### config.mk
export PLATFORM = sky130hd
export DESIGN_NAME = return_rotate_sleep_ops
export DESIGN_NICKNAME = d
export VERILOG_FILES = /design/src/logic/rrs_pkg.sv /design/src/logic/return_rotate_sleep_ops.sv
export SDC_FILE = /design/constraint.sdc
export NUM_CORES = 1
export LEC_CHECK = 0
export BUFFER_PORTS_ARGS = -buffer_cell sky130_fd_sc_hd__buf_2
export CAP_MARGIN = 20
export CORE_MARGIN = 3
export CORE_UTILIZATION = 45
export CTS_BUF_LIST = sky130_fd_sc_hd__clkbuf_16
export DETAILED_ROUTE_END_ITERATION = 10
export MAX_ROUTING_LAYER = met4
export PLACE_DENSITY_LB_ADDON = 0.25
export REMOVE_ABC_BUFFERS = 1
export SLEW_MARGIN = 30
export SYNTH_ARGS = -nofsm -noshare
export SYNTH_HDL_FRONTEND = slang
export SYNTH_SLANG_ARGS = --single-unit
### constraint.sdc
create_clock -name clk -period 1.9 [get_ports clk]
set_input_delay 0.38 -clock clk [delete_from_list [all_inputs] [get_ports clk]]
set_output_delay 0.38 -clock clk [all_outputs]
set_load 0.005 [all_outputs]
### src/logic/rrs_pkg.sv
// Shared constants and carrier types for the return, rotate and sleep unit.
// Assumes a 14-bit instruction word and an 8-bit data path.
package rrs_pkg;

  // ==========================================================
  // Opcode selection
  // ==========================================================
  localparam logic [2:0] OP_NONE = 3'h0;
  localparam logic [2:0] OP_RET_LIT = 3'h1;
  localparam logic [2:0] OP_RETURN = 3'h2;
  localparam logic [2:0] OP_ROTATE = 3'h3;
  localparam logic [2:0] OP_SLEEP = 3'h4;

  // ==========================================================
  // Field layout and reset values
  // ==========================================================
  localparam int DEST_BIT = 7;
  localparam int FILE_ADDR_W = 7;
  localparam logic [7:0] ACC_RESET = 8'h00;
  localparam logic [7:0] WDT_CLEAR = 8'h00;
  localparam int RET_CYCLES = 2;
  localparam logic [12:0] PC_RESET = 13'h0000;
  localparam logic FLAG_RESET = 1'b1;

  typedef enum logic [1:0] {
    ST_IDLE = 2'b00,
    ST_RET2 = 2'b01,
    ST_ASLEEP = 2'b10
  } state_t;

  typedef struct packed {
    logic [2:0] op;
    logic [7:0] literal;
    logic [6:0] file_addr;
    logic dest_file;
  } instr_t;

  typedef struct packed {
    logic we;
    logic [6:0] addr;
    logic [7:0] data;
  } file_wr_t;

  typedef struct packed {
    state_t state;
    logic [7:0] acc;
    logic carry;
    logic sleep_entry_flag;
    logic expiry_flag;
    logic pop;
    logic pc_load;
    logic wdt_clear;
    logic osc_stop;
    logic busy;
    logic done;
    file_wr_t fw;
    logic [12:0] pc;
  } core_t;

endpackage

### src/logic/return_rotate_sleep_ops.sv
// Execution unit for return-with-literal, return, rotate-left and sleep.
// Assumes the core presents one decoded instruction per issue strobe, and
// supplies the stack top entry and the addressed file register value.
//
// Summary of operation
// RULE1: Return-with-literal loads its 8-bit literal into the accumulator.
// RULE2: Return-with-literal pops the stack and loads the PC from its top.
// RULE3: Return-with-literal is one word, two cycles, and changes no flag.
// RULE4: Return pops the stack, loads the PC, takes two cycles, no flags.
// RULE5: Rotate-left shifts the file left, carry into bit 0, bit 7 out.
// RULE6: Rotate-left writes the accumulator if d is 0, else the file.
// RULE7: Sleep clears the sleep entry flag and sets the expiry flag.
// RULE8: Sleep clears the watchdog counter and its prescaler.
// RULE9: Sleep then halts the oscillator and suspends execution.
`timescale 1ns/1ps

module return_rotate_sleep_ops
  import rrs_pkg::*;
(
  input wire logic clk,
  input wire logic arst_n,
  input wire logic issue,
  input wire instr_t instr,
  input wire logic [12:0] stack_top_entry,
  input wire logic [7:0] file_rdata,
  input wire logic wake,
  output logic [7:0] acc,
  output logic carry,
  output logic sleep_entry_flag,
  output logic expiry_flag,
  output logic stack_pop,
  output logic pc_load,
  output logic [12:0] pc_value,
  output logic watchdog_clear,
  output logic osc_stop,
  output logic busy,
  output logic done,
  output file_wr_t file_wr
);

  core_t q, d;
  logic [7:0] rot;

  assign rot = {file_rdata[6:0], q.carry}; // [RULE5]

  // ==========================================================
  // Next-state logic
  // ==========================================================
  always_comb begin
    d = q;
    d.pop = 1'b0;
    d.pc_load = 1'b0;
    d.wdt_clear = 1'b0;
    d.done = 1'b0;
    d.fw.we = 1'b0;
    case (q.state)
      ST_IDLE: begin
        if (issue) begin
          case (instr.op)
            OP_RET_LIT: begin
              d.acc = instr.literal; // [RULE1]
              d.pop = 1'b1; // [RULE2]
              d.pc_load = 1'b1;
              d.pc = stack_top_entry; // [RULE2]
              d.busy = 1'b1; // [RULE3]
              d.state = ST_RET2;
            end
            OP_RETURN: begin
              d.pop = 1'b1; // [RULE4]
              d.pc_load = 1'b1;
              d.pc = stack_top_entry; // [RULE4]
              d.busy = 1'b1;
              d.state = ST_RET2;
            end
            OP_ROTATE: begin
              d.carry = file_rdata[7]; // [RULE5]
              if (instr.dest_file) begin // [RULE6]
                d.fw.we = 1'b1;
                d.fw.addr = instr.file_addr;
                d.fw.data = rot;
              end else begin
                d.acc = rot;
              end
              d.done = 1'b1;
            end
            OP_SLEEP: begin
              d.sleep_entry_flag = 1'b0; // [RULE7]
              d.expiry_flag = 1'b1;
              d.wdt_clear = 1'b1; // [RULE8]
              d.osc_stop = 1'b1; // [RULE9]
              d.busy = 1'b1;
              d.state = ST_ASLEEP;
            end
            default: d.done = 1'b0;
          endcase
        end
      end
      ST_RET2: begin
        // Second cycle of a return: the fetched word is discarded.
        d.busy = 1'b0; // [RULE3]
        d.done = 1'b1;
        d.state = ST_IDLE;
      end
      ST_ASLEEP: begin
        // Wake handling belongs to the core; this unit only releases.
        if (wake) begin
          d.osc_stop = 1'b0;
          d.busy = 1'b0;
          d.done = 1'b1;
          d.state = ST_IDLE;
        end
      end
      default: d.state = ST_IDLE;
    endcase
  end

  // ==========================================================
  // State register
  // ==========================================================
  always_ff @(posedge clk or negedge arst_n) begin
    if (!arst_n) begin
      q <= '{state: ST_IDLE, acc: ACC_RESET, carry: 1'b0,
             sleep_entry_flag: FLAG_RESET, expiry_flag: FLAG_RESET,
             pop: 1'b0, pc_load: 1'b0, wdt_clear: 1'b0, osc_stop: 1'b0,
             busy: 1'b0, done: 1'b0, fw: '0, pc: PC_RESET};
    end else begin
      q <= d;
    end
  end

  assign acc = q.acc;
  assign carry = q.carry;
  assign sleep_entry_flag = q.sleep_entry_flag;
  assign expiry_flag = q.expiry_flag;
  assign stack_pop = q.pop;
  assign pc_load = q.pc_load;
  assign pc_value = q.pc;
  assign watchdog_clear = q.wdt_clear;
  assign osc_stop = q.osc_stop;
  assign busy = q.busy;
  assign done = q.done;
  assign file_wr = q.fw;

  // ==========================================================
  // Checks
  // ==========================================================
  a_retlit_acc_load: assert property ( // [RULE1]
    @(posedge clk) disable iff (!arst_n)
    issue && !busy && instr.op == OP_RET_LIT |=>
    acc == $past(instr.literal))
    else $error("literal not loaded");
  a_retlit_pops: assert property ( // [RULE2]
    @(posedge clk) disable iff (!arst_n)
    issue && !busy && instr.op == OP_RET_LIT |=> stack_pop && pc_load &&
    pc_value == $past(stack_top_entry))
    else $error("return did not pop");
  a_retlit_two_cyc: assert property ( // [RULE3]
    @(posedge clk) disable iff (!arst_n)
    issue && !busy && instr.op == OP_RET_LIT |=> busy ##1 done && !busy)
    else $error("return length wrong");
  a_retlit_flags: assert property ( // [RULE3]
    @(posedge clk) disable iff (!arst_n)
    issue && !busy && instr.op == OP_RET_LIT |=> $stable(carry) &&
    $stable(sleep_entry_flag) && $stable(expiry_flag))
    else $error("return changed a flag");
  // A request seen in the second return cycle is dropped, not queued,
  // so the core must hold it back until busy falls.
  a_ret_second_cyc: assert property ( // [RULE3]
    @(posedge clk) disable iff (!arst_n)
    busy && !osc_stop |=> !busy && done && !stack_pop && !pc_load)
    else $error("return second cycle wrong");
  a_ret_flags_kept: assert property ( // [RULE4]
    @(posedge clk) disable iff (!arst_n)
    issue && !busy && instr.op == OP_RETURN |=> $stable(carry) &&
    $stable(acc) && stack_pop ##1 done)
    else $error("return changed state");
  a_ret_pc_load: assert property ( // [RULE4]
    @(posedge clk) disable iff (!arst_n)
    issue && !busy && instr.op == OP_RETURN |=> pc_load &&
    pc_value == $past(stack_top_entry) ##1 !busy)
    else $error("return address wrong");
  a_rotate_carry: assert property ( // [RULE5]
    @(posedge clk) disable iff (!arst_n)
    issue && !busy && instr.op == OP_ROTATE |=>
    carry == $past(file_rdata[7]))
    else $error("carry wrong");
  a_rotate_flags: assert property ( // [RULE5]
    @(posedge clk) disable iff (!arst_n)
    issue && !busy && instr.op == OP_ROTATE |=> done && !busy &&
    $stable(sleep_entry_flag) && $stable(expiry_flag))
    else $error("rotate changed a flag");
  a_rotate_dest: assert property ( // [RULE6]
    @(posedge clk) disable iff (!arst_n)
    issue && !busy && instr.op == OP_ROTATE && instr.dest_file |=>
    file_wr.we && file_wr.data == {$past(file_rdata[6:0]), $past(carry)})
    else $error("rotate dest wrong");
  a_rotate_acc: assert property ( // [RULE6]
    @(posedge clk) disable iff (!arst_n)
    issue && !busy && instr.op == OP_ROTATE && !instr.dest_file |=>
    !file_wr.we && acc == {$past(file_rdata[6:0]), $past(carry)})
    else $error("rotate acc wrong");
  a_sleep_flags: assert property ( // [RULE7]
    @(posedge clk) disable iff (!arst_n)
    issue && !busy && instr.op == OP_SLEEP |=>
    !sleep_entry_flag && expiry_flag)
    else $error("sleep flags wrong");
  a_sleep_wdt: assert property ( // [RULE8]
    @(posedge clk) disable iff (!arst_n)
    issue && !busy && instr.op == OP_SLEEP |=> watchdog_clear ##1
    !watchdog_clear)
    else $error("watchdog not cleared");
  a_sleep_stop: assert property ( // [RULE9]
    @(posedge clk) disable iff (!arst_n)
    issue && !busy && instr.op == OP_SLEEP |=> osc_stop && busy)
    else $error("sleep not entered");
  a_sleep_halt: assert property ( // [RULE9]
    @(posedge clk) disable iff (!arst_n)
    osc_stop && !wake |=> osc_stop && busy)
    else $error("sleep left early");
  // While the oscillator is stopped nothing may reach the stack or files.
  a_asleep_idle: assert property ( // [RULE9]
    @(posedge clk) disable iff (!arst_n)
    osc_stop |=> !stack_pop && !pc_load && !file_wr.we)
    else $error("activity while asleep");

endmodule

==> results of run 1 <==
-- cell type report --
type                            count  area, um^2  area share
Tap cell                           67        83.8      0.0311
Multi-Input combinational cell     69         741       0.275
Sequential cell                    46        1150       0.428
Timing Repair Buffer               94         510       0.189
Clock inverter                      3        63.8      0.0237
Inverter                            5        18.8     0.00696
Clock buffer                        5         125      0.0464
-- registers in the layout, indices dropped and copies added (netlist names) --
name,cells
pc_load,1
osc_stop,1
done,1
busy,1
watchdog_clear,1
acc,8
q,2
file_wr,16
sleep_entry_flag,1
carry,1
pc_value,13
-- synth_stat cells, types with 2 or more instances --
library cell,instances,area (um^2)
mux2_2,37,417
buf_6,3,33.8
dfrtp_1,45,1130
buf_4,40,300
inv_1,5,18.8
xor2_1,2,17.5
buf_2,2,10.0
mux2_4,9,135
-- power breakdown --
part | switching [uW] | leakage (uW) | total, uW | internal (uW)
Combinational | 243 | 0.000744 | 658 | 415
Sequential | 113 | 0.000561 | 1330 | 1210
Clock | 331 | 0.0000915 | 1080 | 748
-- kinds of logic (layout without fill, tap and decap cells) --
logic type / after synthesis / in the layout
DFF: 46 / 46
other: 1 / 1
buffers and inverters: 50 / 107
xor gates and xnor gates: 2 / 2
and+or+nand+nor: 12 / 12
muxes: 47 / 47
AOI/OAI and AO/OA: 7 / 7
-- metrics by stage --
| stage | total power, uW | setup slack (ns) |
|---|---|---|
| 2_1_floorplan | 1650 | 0.188 |
| 3_3_place_gp | 2000 | 0.152 |
| 3_5_place_dp | 2020 | 0.109 |
| 4_1_cts | 3110 | 0.231 |
| 5_1_grt | 3240 | 0.155 |
| 6_report | 3060 | 0.258 |
-- routing by layer --
layer	GRT usage	part of all wire	up-vias	wire length, um
met3	0.0399	0.069	4	264
met4	0.0380	0.010	0	39
li1	-	-	636	-
met2	0.222	0.48	46	1860
met1	0.185	0.44	633	1690
met5	-	0	-	0
-- worst max-delay path, delay by kind of cell, from the launching register on --
kind | cells | cell delay [ns]
and+or+nand+nor | 2 | 0.54
DFF | 1 | 0.44
muxes | 1 | 0.35
buffers and inverters | 1 | 0.19
-- worst min-delay path by stage --
stage / endpoint
floorplan: acc[0]$_DFFE_PN0P_
CTS: file_wr[14]$_DFFE_PN0P_
finish: file_wr[4]$_DFFE_PN0P_
global route: file_wr[9]$_DFFE_PN0P_
detailed placement: file_wr[9]$_DFFE_PN0P_
global placement: file_wr[14]$_DFFE_PN0P_
==> impl_metrics.yaml, run 1 <==
floorplanning:
  pin_count: 90
  die_y_um: 76.8
  start_util: 0.471
  coreArea_mm2: 0.00479
  die_x_um: 76.8
  design.die.area_mm2: 0.00590
  num_rows: 25
cells_and_area:
  finalNonFillerCells: 289
  final_cell_area_mm2: 0.00270
  final_core_util: 0.563
  layout_common_cells: "buf_2, dfrtp_1, mux2_2, mux2_4"
  fin_nets: 265
  final_common_cell: "buf_2"
  area_growth_pct: 19.5
  drive_gt1_frac: 0.680
  fill_cells: 419
  diodes: 0
placed_design:
  place_hpwl_um: 2900
  port_buffers: 88
  placedCellCount: 281
  gp_congestion: 0.751
  placed_area_mm2: 0.00251
critical_path:
  path_cells: "nor4b_4 -> buf_4 -> nand2_2 -> mux2_2"
  r2r-start: "q[47]$_DFFE_PN0P_"
  critical_path_class: "reg2reg"
  crit_path_max_fanout: 15
  reg2reg_slack_ns: 0.26
  startpoint_type: "register"
  slowest_stage: "dfrtp_1"
  max_stage_delay_ns: 0.44
  r2r_end: "pc_value[2]$_DFFE_PN0P_"
  crit_arrival_ns: 1.80
  worstPathRequired_ns: 2.06
  reg2regPathDepth: 4
  end_kind: "register"
  crit_end: "pc_value[2]$_DFFE_PN0P_"
  crit_path_start: "q[47]$_DFFE_PN0P_"
global_routing:
  overflow: 0
  grt_first_pass_wirelength_um: 6600
  grt_pass1_vias: 1366
  antenna_found_initial: 0
  grt_max_degree: 26
  grtUsageTotal: 0.143
drt:
  vias: 1319
  first_iter_violations: 43
  drt_wl_total_um: 3850
  drc: 0
  avgRoutedWirePerCell_um: 13.3
  final_antenna_net_count: 0
  avgViaCountPerCell: 4.56
  dr.pass1.iters: 4
synth:
  synth_top_family_by_area: "multiplexers"
  synth_cell_type_count: 30
  synthArstFlopShare: 1.00
  synth_area_mm2: 0.00226
  ys_seq_area_frac: 0.511
  synth_flop_cell: "dfrtp_1"
  synth-adder-area-share: 0
  synth_mux_area_frac: 0.249
  synth_cells: 165
  synth-compound-area-share: 0.0227
  synth-xor-area-share: 0.00776
  avgSynthCellArea_um2: 13.7
  ys_seq_elements: 46
  synth_warnings: 0
  yosys.area_share.simple: 0.0471
  synth-edff-count: 0
timing:
  fin_skew_ns: 0.00459
  fmax_mhz: 609
  tightest_slew_ns: 0.519
  final_hold_viol_count: 0
  slew_viol_final: 0
  rsz0062_at_grt: "false"
  fin_crit_sh: 0.864
  holdWs_ns: 0.0694
  fin_tns_setup_ns: 0
  setup_viol: 0
  relSlewSlack: 0.654
  finalCriticalPeriod_ns: 1.64
power:
  leakagePower_uw: 0.00140
  powerDensity_mw_per_mm2: 1140
  vdd_drop_max_v: 0.000678
cts:
  clkTransAtPathRegs_ns: 0.06
  h-tree-depth: 2
  cts_buffers: 5
  post_cts_buffers: 0
  clock_path_buffers: 2
  cts_root_buffer: "clkbuf_16"
  cts_tree: "yes"
  clock-sinks: 46
  clkLatencyLatePin_ns: 0.28
  ctsResizeCount: 0
  cts_hold_buf: 0
outcome:
  status: "complete, no violations"
min_path:
  hold_class: "in2async"
flow_run:
  maxCapViolations: 0
Note: power is estimated with default switching activity, not from simulation.
==> run 2: changes to the inputs <==
CORE_MARGIN = not set   (was 3)
GPL_TIMING_DRIVEN = 0   (was not set)
==> impl_metrics.yaml, run 2 (synthesis results as in run 1) <==
cells_and_area:
  layout_common_cells: "buf_2, dfrtp_1, mux2_2, mux2_4, inv_1"
  finalNonFillerCells: 285
  final_cell_area_mm2: 0.00260
  drive_gt1_frac: 0.670
  largest_reg_flops: 16
  final_common_cell: "buf_2"
  diodes: 0
  fill_cells: 434
  area_growth_pct: 15.4
  fin_nets: 261
  final_core_util: 0.544
floorplanning:
  num_rows: 25
  coreArea_mm2: 0.00479
  die_x_um: 72.8
  design.die.area_mm2: 0.00530
  pin_count: 90
  die_y_um: 72.8
  start_util: 0.471
global_routing:
  antenna_found_initial: 0
  overflow: 0
  grt_pass1_vias: 1250
  grt_max_degree: 47
  grt_first_pass_wirelength_um: 5660
  grtUsageTotal: 0.148
timing:
  fmax_mhz: 575
  fin_skew_ns: 0.00261
  relSlewSlack: 0.620
  slew_viol_final: 0
  worst_slack_ns: 0.162
  finalCriticalPeriod_ns: 1.74
  tightest_slew_ns: 0.570
  holdWs_ns: 0.110
  final_hold_viol_count: 0
  rsz0062_at_grt: "false"
  setup_viol: 0
  fin_crit_sh: 0.915
cts:
  cts_root_buffer: "clkbuf_16"
  clkTransAtPathRegs_ns: 0.06
  cts_buffers: 5
  clkLatencyLatePin_ns: 0.27
  cts_tree: "yes"
  clock_path_buffers: 2
  h-tree-depth: 2
  clock-sinks: 46
drt:
  dr.pass1.iters: 4
  drc: 0
  met1_length_um: 1610
  final_antenna_net_count: 0
  vias: 1286
  met2_length_um: 1830
  top_layer: "met4"
  avgRoutedWirePerCell_um: 12.9
  drt_wl_total_um: 3680
  first_iter_violations: 48
  wl_met3_um: 196
  avgViaCountPerCell: 4.51
critical_path:
  critical_path_class: "reg2reg"
  path_cells: "nor4b_4 -> buf_4 -> nand4_4 -> buf_12 -> mux2_4"
  end_kind: "register"
  crit_arrival_ns: 1.90
  crit_path_max_fanout: 16
  max_stage_delay_ns: 0.47
  worstPathRequired_ns: 2.06
  cp_num_buf_inv: 2
  slowest_stage: "dfrtp_1"
  critical_path.top_delay_family: "simple AND/OR/NAND/NOR gates"
  startpoint_type: "register"
power:
  internal_power_uw: 2090
  p_seq_frac: 0.481
  powerDensity_mw_per_mm2: 1060
  leakagePower_uw: 0.00136
  clkPwrFrac: 0.286
  netSwitchingPower_uw: 663
  vdd_drop_max_v: 0.000465
  p_sw_frac: 0.241
  pwr-share-comb: 0.233
placed_design:
  pre_cts_ws_ns: -0.0688
  place_hpwl_um: 2540
  gp_congestion: 0.693
  placed_area_mm2: 0.00244
  placedCellCount: 275
  port_buffers: 88
outcome:
  status: "complete, no violations"
min_path:
  hold_class: "in2async"
flow_run:
  maxCapViolations: 0
## run 2: power groups by stage
stage | registers [uW] | logic, uW | clock network (uW)
floorplan | 1370 | 279 | 0
global placement | 1330 | 643 | 0
detailed placement | 1340 | 652 | 0
CTS | 1330 | 655 | 822
global route | 1360 | 704 | 853
finish | 1330 | 643 | 788
## run 2: final timing paths
check	start	endpoint	slack, ns	cells past startpoint
setup / recovery	q[46]$_DFFE_PN0P_	file_wr[4]$_DFFE_PN0P_	0.16	5
min in group clk	stack_top_entry[11]	pc_value[11]$_DFFE_PN0P_	0.33	2
hold reg to reg	sleep_entry_flag$_DFFE_PN1P_	sleep_entry_flag$_DFFE_PN1P_	0.48	1
setup reg to reg	q[46]$_DFFE_PN0P_	file_wr[4]$_DFFE_PN0P_	0.16	5
hold / removal	arst_n	watchdog_clear$_DFF_PN0_	0.11	1
max in group asynchronous	arst_n	pc_value[7]$_DFFE_PN0P_	1.41	1
## run 2: timing repair
action                                  in CTS  in global routing
endpoints found under the setup margin       8                 18
gates resized for setup                      1                  0
setup buffers                                0                  2
pin swaps                                    0                  2
hold buffers                                 0                  0
## run 2: through the flow
| step | setup TNS (ns) | total power (uW) |
|---|---|---|
| 2_1_floorplan | 0 | 1650 |
| 3_3_place_gp | -0.507 | 1980 |
| 3_5_place_dp | -0.708 | 1990 |
| 4_1_cts | 0 | 2810 |
| 5_1_grt | 0 | 2920 |
| 6_report | 0 | 2760 |
## run 2: layout make-up
class,count,area (um^2),area share
sequential,46,1150,0.443
multi-input combinational,69,742,0.285
timing repair buffer,90,470,0.181
clock buffer,5,125,0.0481
tap,67,83.8,0.0322
inverter,5,18.8,0.00721
clock inverter,3,11.3,0.00432
## run 2: layer usage
layer,vias up,GRT usage
li1,620,-
met1,618,0.178
met2,43,0.238
met3,5,0.0414
met4,0,0.0523
met5,-,-
